--- config.mk ---
export PLATFORM = sky130hd
export DESIGN_NAME = lbc_lane_cfg
export DESIGN_NICKNAME = d
export VERILOG_FILES = /design/src/lbc_pkg.sv /design/src/lbc_sync.sv /design/src/lbc_lane_cfg.sv
export SDC_FILE = /design/constraint.sdc
export NUM_CORES = 1
export LEC_CHECK = 0
export ABC_AREA = 1
export ABC_CLOCK_PERIOD_IN_PS = 2500
export BUFFER_PORTS_ARGS = -buffer_cell sky130_fd_sc_hd__buf_2
export CAP_MARGIN = 20
export CELL_PAD_IN_SITES_DETAIL_PLACEMENT = 1
export CELL_PAD_IN_SITES_GLOBAL_PLACEMENT = 1
export CORE_AREA = 2 2 75 77
export CTS_CLUSTER_DIAMETER = 150
export CTS_CLUSTER_SIZE = 25
export DETAILED_ROUTE_END_ITERATION = 7
export DIE_AREA = 0 0 77 79
export GPL_TIMING_DRIVEN = 0
export HOLD_SLACK_MARGIN = 0.06
export PLACE_DENSITY = 0.77
export SYNTH_ARGS = -nofsm -noshare
export SYNTH_HDL_FRONTEND = slang
export SYNTH_SLANG_ARGS = --single-unit
--- constraint.sdc ---
create_clock -name mclk -period 2.5 [get_ports mclk]
set_input_delay 0.5 -clock mclk [delete_from_list [all_inputs] [get_ports mclk]]
set_output_delay 0.5 -clock mclk [all_outputs]
set_load 0.01 [all_outputs]
--- src/lbc_pkg.sv ---
// shared constants for the lane b configuration register
package lbc_pkg;
	// register bus geometry
	localparam int          LBC_AW          = 8;
	localparam int          LBC_DW          = 16;
	// register offset as printed
	localparam logic [7:0]  LBC_CFG_OFS     = 8'h12;
	// reset value: loss-of-signal and alignment enabled
	localparam logic [15:0] LBC_CFG_RST     = 16'h0102;
	// mask of the bits that hold storage
	localparam logic [15:0] LBC_CFG_MASK    = 16'h0FFF;
	// field positions
	localparam int          LBC_B_CTC       = 11;
	localparam int          LBC_B_MF_HI     = 10;
	localparam int          LBC_B_MF_LO     = 9;
	localparam int          LBC_B_LOS       = 8;
	localparam int          LBC_B_CFG_HI    = 7;
	localparam int          LBC_B_CFG_LO    = 6;
	localparam int          LBC_B_EMPH_HI   = 5;
	localparam int          LBC_B_EMPH_LO   = 4;
	localparam int          LBC_B_LOOP      = 3;
	localparam int          LBC_B_PAT       = 2;
	localparam int          LBC_B_ALIGN     = 1;
	localparam int          LBC_B_PDN       = 0;
	// bits of the device control register used here
	localparam int          LBC_CTL_LOOP    = 14;
	localparam int          LBC_CTL_PDN     = 11;
	// multifunction pin source codes
	typedef enum logic [1:0] {
		LBC_MF_IOSTD   = 2'h0,
		LBC_MF_COMMA   = 2'h1,
		LBC_MF_LOS     = 2'h2,
		LBC_MF_PATPASS = 2'h3
	} lbc_mf_e;
endpackage : lbc_pkg

--- src/lbc_sync.sv ---
`timescale 1ns/1ns
// two-flop synchroniser for pins from outside the clock domain
module lbc_sync #(
	parameter int W = 1
) (
	// clock and reset
	input  wire logic         mclk,
	input  wire logic         sys_rst,
	// asynchronous inputs
	input  wire logic [W-1:0] async_in,
	// synchronised outputs
	output logic      [W-1:0] sync_out
);
	// first stage, read only by the second stage
	logic [W-1:0] meta_r;

	// both stages clear on reset
	always_ff @(posedge mclk or posedge sys_rst) begin
		if (sys_rst) begin
			meta_r   <= '0;
			sync_out <= '0;
		end else begin
			meta_r   <= async_in;
			sync_out <= meta_r;
		end
	end
endmodule : lbc_sync

--- src/lbc_lane_cfg.sv ---
// Strobed register access is this design's own decision.
`timescale 1ns/1ns
// What this block does
// - bits 15:12 read zero, writes dropped
// - clock compensation = lane bit11 OR global
// - select code picks multifunction pin source
// - select code = lane field OR global
// - loss detect = lane bit8 AND global
// - bit7 writable only while high strap low
// - bit6 writable only while low strap low
// - emphasis bits OR global, reset zero
// - loopback = lane bit3 OR control bit14
// - pattern test ORed, read-only while pin high
// - alignment = lane bit1 AND pin AND global
// - power down = lane bit0 OR control bit11
module lbc_lane_cfg
	import lbc_pkg::*;
(
	// clock and reset
	input  wire logic              mclk,
	input  wire logic              sys_rst,
	// register port
	input  wire logic [LBC_AW-1:0] reg_addr,
	input  wire logic [LBC_DW-1:0] reg_wdata,
	input  wire logic              reg_wr,
	input  wire logic              reg_rd,
	output logic      [LBC_DW-1:0] reg_rdata,
	// global lane register and device control register
	input  wire logic [LBC_DW-1:0] glb_cfg,
	input  wire logic [LBC_DW-1:0] dev_ctl,
	// device pins
	input  wire logic              interface_strap_hi,
	input  wire logic              interface_strap_lo,
	input  wire logic              pattern_test_pin,
	input  wire logic              align_enable_pin,
	input  wire logic              io_std_hstl,
	// lane status from the receive path
	input  wire logic              comma_detected,
	input  wire logic              lane_los,
	input  wire logic              pattern_pass,
	// effective lane controls
	output logic                   ctc_en,
	output logic                   lane_b_multifunction_pin,
	output logic                   los_det_en,
	output logic                   iface_cfg_hi,
	output logic                   iface_cfg_lo,
	output logic                   emphasis_ctrl_hi,
	output logic                   emphasis_ctrl_lo,
	output logic                   loopback_en,
	output logic                   pattern_en,
	output logic                   align_en,
	output logic                   power_down
);
	// synchronised pins
	logic [4:0]        pins_s;
	logic              strap_hi_s;  // high strap
	logic              strap_lo_s;  // low strap
	logic              pat_pin_s;   // pattern test pin
	logic              align_pin_s; // alignment enable pin
	logic              hstl_s;      // io standard indication

	// stored configuration and its next value
	logic [LBC_DW-1:0] cfg_r;
	logic [LBC_DW-1:0] cfg_nxt;

	// decode
	logic              hit;
	logic              wr_hit;
	logic              rd_hit;
	logic [LBC_DW-1:0] wr_mask;
	logic [LBC_DW-1:0] rd_nxt;

	// effective values
	logic [1:0]        mf_sel;
	logic              mf_nxt;

	// single bit at a field position, used to punch frozen bits out of the write mask
	function automatic logic [LBC_DW-1:0] bit_at(input logic en, input int pos);
		return LBC_DW'(en) << pos;
	endfunction : bit_at

	// pins cross into the clock domain first
	lbc_sync #(
		.W        (5)
	) u_sync (
		.mclk     (mclk),
		.sys_rst  (sys_rst),
		.async_in ({interface_strap_hi, interface_strap_lo,
		            pattern_test_pin, align_enable_pin, io_std_hstl}),
		.sync_out (pins_s)
	);

	assign strap_hi_s  = pins_s[4];
	assign strap_lo_s  = pins_s[3];
	assign pat_pin_s   = pins_s[2];
	assign align_pin_s = pins_s[1];
	assign hstl_s      = pins_s[0];

	// address decode
	assign hit    = (reg_addr == LBC_CFG_OFS);
	assign wr_hit = hit & reg_wr;
	assign rd_hit = hit & reg_rd;

	// writable bits: storage bits less the ones frozen by a high pin
	assign wr_mask = LBC_CFG_MASK
	               & ~bit_at(strap_hi_s, LBC_B_CFG_HI)
	               & ~bit_at(strap_lo_s, LBC_B_CFG_LO)
	               & ~bit_at(pat_pin_s,  LBC_B_PAT);

	// merge written bits with held ones
	assign cfg_nxt = wr_hit ? ((reg_wdata & wr_mask) | (cfg_r & ~wr_mask))
	                        : cfg_r;

	// read data, zero above bit 11 and for unmapped addresses
	assign rd_nxt = rd_hit ? (cfg_r & LBC_CFG_MASK) : '0;

	// effective multifunction select
	assign mf_sel = cfg_r[LBC_B_MF_HI:LBC_B_MF_LO]
	              | glb_cfg[LBC_B_MF_HI:LBC_B_MF_LO];

	// multifunction pin source
	always_comb begin
		unique case (lbc_mf_e'(mf_sel))
			LBC_MF_IOSTD:   mf_nxt = hstl_s;
			LBC_MF_COMMA:   mf_nxt = comma_detected;
			LBC_MF_LOS:     mf_nxt = lane_los;
			LBC_MF_PATPASS: mf_nxt = pattern_pass;
		endcase
	end

	// configuration storage
	always_ff @(posedge mclk or posedge sys_rst) begin
		if (sys_rst) begin
			cfg_r <= LBC_CFG_RST;
		end else begin
			cfg_r <= cfg_nxt;
		end
	end

	// read data stands one cycle after the strobe
	always_ff @(posedge mclk or posedge sys_rst) begin
		if (sys_rst) begin
			reg_rdata <= '0;
		end else begin
			reg_rdata <= rd_nxt;
		end
	end

	// effective controls, registered
	always_ff @(posedge mclk or posedge sys_rst) begin
		if (sys_rst) begin
			ctc_en                   <= 1'b0;
			lane_b_multifunction_pin <= 1'b0;
			los_det_en               <= 1'b0;
			iface_cfg_hi             <= 1'b0;
			iface_cfg_lo             <= 1'b0;
			emphasis_ctrl_hi         <= 1'b0;
			emphasis_ctrl_lo         <= 1'b0;
			loopback_en              <= 1'b0;
			pattern_en               <= 1'b0;
			align_en                 <= 1'b0;
			power_down               <= 1'b0;
		end else begin
			ctc_en                   <= cfg_r[LBC_B_CTC] | glb_cfg[LBC_B_CTC];
			lane_b_multifunction_pin <= mf_nxt;
			los_det_en               <= cfg_r[LBC_B_LOS] & glb_cfg[LBC_B_LOS];
			iface_cfg_hi             <= cfg_r[LBC_B_CFG_HI] | glb_cfg[LBC_B_CFG_HI];
			iface_cfg_lo             <= cfg_r[LBC_B_CFG_LO] | glb_cfg[LBC_B_CFG_LO];
			emphasis_ctrl_hi         <= cfg_r[LBC_B_EMPH_HI] | glb_cfg[LBC_B_EMPH_HI];
			emphasis_ctrl_lo         <= cfg_r[LBC_B_EMPH_LO] | glb_cfg[LBC_B_EMPH_LO];
			loopback_en              <= cfg_r[LBC_B_LOOP] | dev_ctl[LBC_CTL_LOOP];
			pattern_en               <= cfg_r[LBC_B_PAT] | glb_cfg[LBC_B_PAT];
			align_en                 <= cfg_r[LBC_B_ALIGN] & align_pin_s
			                          & glb_cfg[LBC_B_ALIGN];
			power_down               <= cfg_r[LBC_B_PDN] | dev_ctl[LBC_CTL_PDN];
		end
	end
endmodule : lbc_lane_cfg

==> results of run 1 <==
==> layer usage <==
layer,up-vias,part of all wire,GRT usage
met5,-,0,0
met4,0,0.0079,0.0429
met3,3,0.048,0.0398
met2,35,0.57,0.239
met1,578,0.37,0.137
li1,599,-,-
==> power by group through the flow <==
stage	Clock, W	Sequential, W	Combinational [W]
6_report	0.000450	0.000763	0.000113
5_1_grt	0.000501	0.000767	0.000128
4_1_cts	0.000464	0.000764	0.000116
3_5_place_dp	0	0.000778	0.000116
3_3_place_gp	0	0.000777	0.000106
2_1_floorplan	0	0.000781	0.0000530
==> metrics by stage <==
step,hold slack [ps],util,std cells,worst slack [ps]
2_1_floorplan,331,-,154,944
3_3_place_gp,335,0.404,291,377
3_5_place_dp,336,0.409,292,1020
4_1_cts,248,0.426,300,1180
5_1_grt,260,0.426,300,1150
6_report,235,0.426,300,1190
==> how the worst min path moves through the flow <==
stage,slack [ps],from,end,cells after the start
4_1_cts,250,sys_rst,reg_rdata[1]$_DFF_PP0_,2
6_report,230,sys_rst,lane_b_multifunction_pin$_DFF_PP0_,2
2_1_floorplan,330,u_sync.meta_r[0]$_DFF_PP0_,u_sync.sync_out[0]$_DFF_PP0_,0
3_5_place_dp,340,u_sync.meta_r[1]$_DFF_PP0_,u_sync.sync_out[1]$_DFF_PP0_,0
5_1_grt,260,sys_rst,emphasis_ctrl_hi$_DFF_PP0_,2
3_3_place_gp,330,u_sync.meta_r[0]$_DFF_PP0_,u_sync.sync_out[0]$_DFF_PP0_,0
==> layout make-up <==
cell class / instances / area share
Sequential cell: 45 / 0.496
Multi-Input combinational cell: 82 / 0.206
Inverter: 19 / 0.0314
Buffer: 8 / 0.0314
Timing Repair Buffer: 66 / 0.155
Tap cell: 72 / 0.0396
Clock buffer: 8 / 0.0396
==> kinds of logic after synthesis <==
logic type / after synthesis / synth area share
simple gates: 77 / 0.260
other cells: 1 / 0.00217
compound gates: 1 / 0.00289
buf+inv: 27 / 0.0825
flops: 45 / 0.653
==> cell usage after synthesis <==
library cell	n	area share
sky130_fd_sc_hd__o21ai_0	1	0.0029
sky130_fd_sc_hd__nand4_1	3	0.011
sky130_fd_sc_hd__nand2_4	1	0.0065
sky130_fd_sc_hd__buf_6	1	0.0065
sky130_fd_sc_hd__buf_4	4	0.017
sky130_fd_sc_hd__nand3_1	15	0.043
sky130_fd_sc_hd__nor2_2	2	0.0072
sky130_fd_sc_hd__nand2_1	26	0.056
sky130_fd_sc_hd__nor2_4	10	0.065
sky130_fd_sc_hd__conb_1	1	0.0022
sky130_fd_sc_hd__nor2_8	1	0.012
sky130_fd_sc_hd__nand2_2	3	0.011
sky130_fd_sc_hd__buf_12	1	0.012
sky130_fd_sc_hd__and3_1	1	0.0036
sky130_fd_sc_hd__inv_1	19	0.041
sky130_fd_sc_hd__dfstp_2	2	0.030
sky130_fd_sc_hd__nor2_1	7	0.015
sky130_fd_sc_hd__or2_2	8	0.029
sky130_fd_sc_hd__dfrtp_1	43	0.62
sky130_fd_sc_hd__buf_2	2	0.0058
==> placed cells by master (no fill, tap or decap), types with 4 or more instances in the layout <==
cell type,count
sky130_fd_sc_hd__buf_2,67
sky130_fd_sc_hd__dfrtp_1,43
sky130_fd_sc_hd__nand2_1,26
sky130_fd_sc_hd__inv_1,18
sky130_fd_sc_hd__nand3_1,15
sky130_fd_sc_hd__nor2_4,10
sky130_fd_sc_hd__or2_2,8
sky130_fd_sc_hd__nor2_1,7
sky130_fd_sc_hd__clkbuf_8,6
sky130_fd_sc_hd__buf_4,4
sky130_fd_sc_hd__conb_1,4
==> sequential cells by signal (all words and copies together), names as in the netlist, named ones only <==
name and cells:
u_sync.sync_out 5, emphasis_ctrl_lo 1, los_det_en 1, cfg_r 9
power_down 1, pattern_en 1, lane_b_multifunction_pin 1, iface_cfg_lo 1
emphasis_ctrl_hi 1, loopback_en 1, reg_rdata 12, iface_cfg_hi 1
align_en 1, u_sync.meta_r 5, ctc_en 1
==> results.txt, run 1 <==
----------------------------------------------------
[Worst setup path]
  Critical Path RT ... roughly 2000 ps
  Arrival time reported for the critical path endpoint ... 810 ps
  WP buf/inv ... 1
  Critical-path cell with the highest stage delay ... sky130_fd_sc_hd__dfrtp_1
  Crit start category ... register
  Launching element of the worst setup path ... reg_rdata[11]$_DFF_PP0_
  Crit path kind ... register to output pin
  Peak per-stage delay on the critical path ... 380 ps
  Crit path to ... reg_rdata[11]
  Worst setup slack for register-to-register paths ... between 1000 and 1500 ps
  Delay-heaviest family, CP ... flip-flops
  Maximum net fanout on the critical path ... 1
  Critical R2R Capture ... lane_b_multifunction_pin$_DFF_PP0_
  Worst reg2reg startpoint ... cfg_r[9]$_DFFE_PP0P_
  Worst path depth ... 1
  Cells traversed along the worst timing path ... buf_2
  Capturing element type of the critical path ... output pin
  Cells on worst reg2reg path ... 4

[Placement]
  Placed cell areas ... around 0.0022 sq mm
  Final weighted congestion in routability-driven placement ... between 0.6 and 0.7
  HPWL reported at the end of detailed placement ... 2780 microns
  Buffers added on ports ... 65

[Global route]
  Initial antenna violation count ... 0
  Grt total ovfl ... 0
  Gr usage total ... 0.128
  Number of global-route vias before repair ... ~1300
  Global-route wire length before repair ... 5860 microns
  Pin count of the biggest net entering global routing ... 24

[Finish]
  Multi-input logic area ... between 400 and 500 sq um
  Fin nets ... between 200 and 300
  Area growth, synth to finish ... 31.5%
  Share of final-layout standard cells stronger than drive strength 1 ... 0.474
  Fill cell count ... 647
  Final instance area ... around 0.0023 sq mm
  FF+latch area ... 0.00113 sq mm
  N_diodes ... 0

[Logic synthesis]
  Count of different cell masters after synthesis ... 20
  Register area share after synthesis ... 0.653
  Cell count after synthesis ... 151
  Mapped cell area ... 0.00173 sq mm
  Mean cell area of the mapped netlist ... between 10 and 15 sq um
  Total number of yosys warnings ... 0
  Register bit total from synthesis ... between 40 and 50

[STA]
  Unrepaired setup endpoints after global routing ... no
  Top achievable clock speed ... roughly 760 MHz
  Total count of max-transition violations in the final report ... 0
  Period utilization ... 0.525
  Relative slew slack ... 0.656
  Worst setup skew after layout ... about 6.6 ps
  Hold Violations, Final ... 0
  Setup violators final ... 0
  Worst Max-Slew Pin Slew ... 515 ps
  Total negative setup slack ... 0 ps
  Post-route minimum period ... 1310 ps

[Pwr]
  Clock network fraction of design power ... 0.339
  Combinational Power Share ... 0.085
  Worst vdd ir ... 0.000209 V
  Power density over cell area ... 583 mW/mm^2
  Switching power summed over all nets ... around 0.00029 W
  Sequential group share of total power ... 0.576
  Switch share ... 0.222
  Leakage component of the power ... between 1 and 1.5 nW
  Total power draw ... 0.00133 W
  Cell internal pwr ... 0.00103 W

[Routing]
  Number of remaining DRC errors ... 0
  Detailed-route wire length per cell ... 11.8 microns
  DRC violation total after the first TritonRoute iteration ... 21
  Total wire length ... 3530 microns
  Antenna violation net count after detailed routing ... 0
  Via count of the routed design ... 1215
  Vias/cell ... 4.05
  Number of search-and-repair iterations in the first detailed-routing pass ... 4

[Floorplan]
  Horiz. Die Dim ... 77 microns
  Cell row count ... 27
  Area of the die ... 0.00608 sq mm
  Top-level port count ... 95
  Core Area ... about 0.0053 sq mm
  Initial core utilization ... 0.324
  Die span in y ... 79 microns

[Min path]
  Path category of the worst min-delay check ... primary input to async pin

[Clock tree]
  TritonCTS clock tree ... done
  Hold_buf cts ... 0
  Post-cts sizing count ... 0
  Skew-Pair Late Insertion Delay ... 290 ps
  Clock tree buffer depth ... 2
  Root buffer selected by CTS ... sky130_fd_sc_hd__clkbuf_8
  Count of buffers added by post-CTS timing repair for setup ... 0
  H-tree Lvls ... 2
  Clock net sink count ... 45
  Cts bufs inserted ... 5
  Post-CTS clock slew at the launch and capture registers of the worst setup and hold paths ... 80 ps

[Run]
  Max capacitance violation total ... 0

[Outcome]
  Result of the run ... finished clean

----------------------------------------------------
Note: power is estimated with default switching activity, not from simulation.
==> inputs of run 2 (changes only) <==
--- a/config.mk
+++ b/config.mk
@@ -6,19 +6,19 @@
 export NUM_CORES = 1
 export LEC_CHECK = 0
 export ABC_AREA = 1
-export ABC_CLOCK_PERIOD_IN_PS = 2500
+export ABC_CLOCK_PERIOD_IN_PS = 1200
 export BUFFER_PORTS_ARGS = -buffer_cell sky130_fd_sc_hd__buf_2
 export CAP_MARGIN = 20
 export CELL_PAD_IN_SITES_DETAIL_PLACEMENT = 1
 export CELL_PAD_IN_SITES_GLOBAL_PLACEMENT = 1
-export CORE_AREA = 2 2 75 77
+export CORE_AREA = 2 2 81 83
 export CTS_CLUSTER_DIAMETER = 150
 export CTS_CLUSTER_SIZE = 25
 export DETAILED_ROUTE_END_ITERATION = 7
-export DIE_AREA = 0 0 77 79
+export DIE_AREA = 0 0 83 85
 export GPL_TIMING_DRIVEN = 0
 export HOLD_SLACK_MARGIN = 0.06
-export PLACE_DENSITY = 0.77
+export PLACE_DENSITY = 0.7
 export SYNTH_ARGS = -nofsm -noshare
 export SYNTH_HDL_FRONTEND = slang
 export SYNTH_SLANG_ARGS = --single-unit
==> constraint.sdc (replaced) <==
create_clock -name mclk -period 1.2 [get_ports mclk]
set_input_delay 0.24 -clock mclk [delete_from_list [all_inputs] [get_ports mclk]]
set_output_delay 0.24 -clock mclk [all_outputs]
set_load 0.01 [all_outputs]
==> results.txt, run 2 (synthesis gave the netlist of run 1 again) <==
----------------------------------------------------
[Placement]
  Final weighted congestion in routability-driven placement ... 0.730 (+6.9%)
  Buffers added on ports ... 65 (unchanged)
  Pre-CTS worst setup slack ... -4.95 ps (-1020 ps)
  Total placed cells including tap cells ... 296 (+1.4%)
  Placed cell areas ... 0.00217 sq mm (-0.80%)
  HPWL reported at the end of detailed placement ... 2730 microns (-1.9%)

[Worst setup path]
  Launching element of the worst setup path ... cfg_r[9]$_DFFE_PP0P_
  Capturing element type of the critical path ... register
  Cells traversed along the worst timing path ... nor2_1 > inv_1 > o21ai_0 > nand3_1
  Cells on worst reg2reg path ... 4 (unchanged)
  Critical Path RT ... 1380 ps (-620 ps)
  Peak per-stage delay on the critical path ... 400 ps (+20 ps)
  WP buf/inv ... 1 (unchanged)
  Maximum net fanout on the critical path ... 3 (+2)
  Crit start category ... register
  Delay-heaviest family, CP ... flip-flops
  Worst setup slack for register-to-register paths ... 150 ps (-1280 ps)
  Critical R2R Capture ... lane_b_multifunction_pin$_DFF_PP0_
  Arrival time reported for the critical path endpoint ... 1230 ps (+420 ps)
  Crit path kind ... register to register
  Worst reg2reg startpoint ... cfg_r[9]$_DFFE_PP0P_
  Critical-path cell with the highest stage delay ... sky130_fd_sc_hd__dfrtp_1

[Min path]
  Hold path endpoint ... ctc_en$_DFF_PP0_
  Launch point of the worst hold path ... glb_cfg[11]
  Hold Path Stages ... 2
  Path category of the worst min-delay check ... primary input to register

[STA]
  Top achievable clock speed ... 950 MHz
  Unrepaired setup endpoints after global routing ... no
  Hold Violations, Final ... 0 (unchanged)
  Post-route minimum period ... 1050 ps
  Relative slew slack ... 0.360 (-0.296)
  Total count of max-transition violations in the final report ... 0 (unchanged)
  Worst Max-Slew Pin Slew ... 958 ps (+443 ps)
  Period utilization ... 0.877
  Worst setup skew after layout ... 8.88 ps (+2.32 ps)
  Setup violators final ... 0 (unchanged)
  Worst path setup slack after routing ... 147 ps (-1040 ps)

[Routing]
  Vias/cell ... 4.02 (-0.84%)
  Number of remaining DRC errors ... 0 (unchanged)
  DRC violation total after the first TritonRoute iteration ... 11 (-48%)
  Via count of the routed design ... 1241 (+2.1%)
  Detailed-route wire length per cell ... 11.7 microns (-0.52%)
  Number of search-and-repair iterations in the first detailed-routing pass ... 4 (unchanged)
  Total wire length ... 3620 microns (+2.5%)
  Antenna violation net count after detailed routing ... 0 (unchanged)

[Finish]
  Flip-flop count of the largest register after layout ... 12 (unchanged)
  Post-Route Utilization ... 0.370 (-0.0555)
  Commonest cells after routing, fill and taps aside ... sky130_fd_sc_hd__buf_2 (67), sky130_fd_sc_hd__dfrtp_1 (43), sky130_fd_sc_hd__nand2_1 (26)
  Fin nets ... 299 (+1.4%)
  Register with the most flip-flops ... reg_rdata
  Share of final-layout standard cells stronger than drive strength 1 ... 0.466 (-0.00817)
  Largest registers ranked by flip-flop count ... reg_rdata x12, cfg_r x9
  Final instance area ... 0.00230 sq mm (+1.1%)
  N_diodes ... 0 (unchanged)
  Final non-filler cell total ... 309 (+3.0%)
  Area growth, synth to finish ... 32.9%
  Leading cell type in the layout, fill and taps excluded ... sky130_fd_sc_hd__buf_2

[Clock tree]
  TritonCTS clock tree ... done
  Cts bufs inserted ... 5 (unchanged)
  Count of buffers added by post-CTS timing repair for setup ... 0 (unchanged)
  Clock tree buffer depth ... 2 (unchanged)
  Root buffer selected by CTS ... sky130_fd_sc_hd__clkbuf_8
  Clock net sink count ... 45 (unchanged)
  H-tree Lvls ... 2 (unchanged)
  Skew-Pair Late Insertion Delay ... 290 ps (about the same)
  Post-CTS clock slew at the launch and capture registers of the worst setup and hold paths ... 90 ps (about the same)

[Pwr]
  Leakage component of the power ... 1.23 nW (+0.29%)
  Worst vdd ir ... 0.000453 V (+120%)
  Power density over cell area ... 1180 mW/mm^2 (+100%)

[Run]
  Max capacitance violation total ... 0 (unchanged)

[Floorplan]
  Die span in y ... 85 microns (+7.6%)
  Horiz. Die Dim ... 83 microns (+7.8%)
  Cell row count ... 29 (+7.4%)
  Area of the die ... 0.00706 sq mm (+16%)
  Top-level port count ... 95 (unchanged)
  Core Area ... 0.00620 sq mm (+16%)
  Initial core utilization ... 0.279 (-0.0453)

[Outcome]
  Result of the run ... finished clean

[Global route]
  Gr usage total ... 0.113 (-0.0149)
  Global-route wire length before repair ... 6220 microns (+6.1%)
  Number of global-route vias before repair ... 1381 (+9.7%)
  Grt total ovfl ... 0 (unchanged)
  Pin count of the biggest net entering global routing ... 46 (+92%)
  Initial antenna violation count ... 0 (unchanged)

----------------------------------------------------
## run 2: area by class of cell
class / count / area [sq um]
clock inverter: 2 / 10.0
timing repair buffer: 70 / 375
multi-input combinational: 82 / 469
fill: 718 / 3910
buffer: 8 / 71.3
clock buffer: 6 / 72.6
tap: 77 / 96.3
inverter: 19 / 75.1
sequential: 45 / 1130
## run 2: how the worst max path moves through the flow
| stage | slack (ps) | cells past startpoint | endpoint |
|---|---|---|---|
| after floorplan | 250 | 6 | reg_rdata[10]$_DFF_PP0_ |
| final | 150 | 4 | lane_b_multifunction_pin$_DFF_PP0_ |
| after CTS | 120 | 4 | lane_b_multifunction_pin$_DFF_PP0_ |
| after global routing | 5 | 4 | lane_b_multifunction_pin$_DFF_PP0_ |
| after global placement | 10 | 7 | cfg_r[9]$_DFFE_PP0P_ |
| after detailed placement | -5 | 7 | cfg_r[0]$_DFFE_PP0P_ |
## run 2: metal layers
metal / wire (microns) / global-route usage / vias up
met1: 1430 / 0.123 / 593
met3: 172 / 0.0263 / 4
met5: 0 / 0 / -
li1: - / - / 606
met4: 53 / 0.0492 / 0
met2: 1970 / 0.210 / 38
## run 2: through the flow
step           total power, W  hold slack, ps  TNS [ps]
4_1_cts               0.00276             124         0
5_1_grt               0.00287             122         0
3_3_place_gp          0.00184             333         0
6_report              0.00272             130         0
3_5_place_dp          0.00186             337     -8.86
2_1_floorplan         0.00174             250         0
## run 2: where the power goes
group / switching (W) / internal, W
logic: 0.000126 / 0.000112
registers: 0.0000210 / 0.00157
clock network: 0.000482 / 0.000404
## run 2: what timing repair did
item / 4_1_cts / 5_1_grt
endpoints found under the hold margin: 5 / 0
setup endpoints to repair: 0 / 0
resized for setup: 0 / 0
hold buffers: 5 / 0
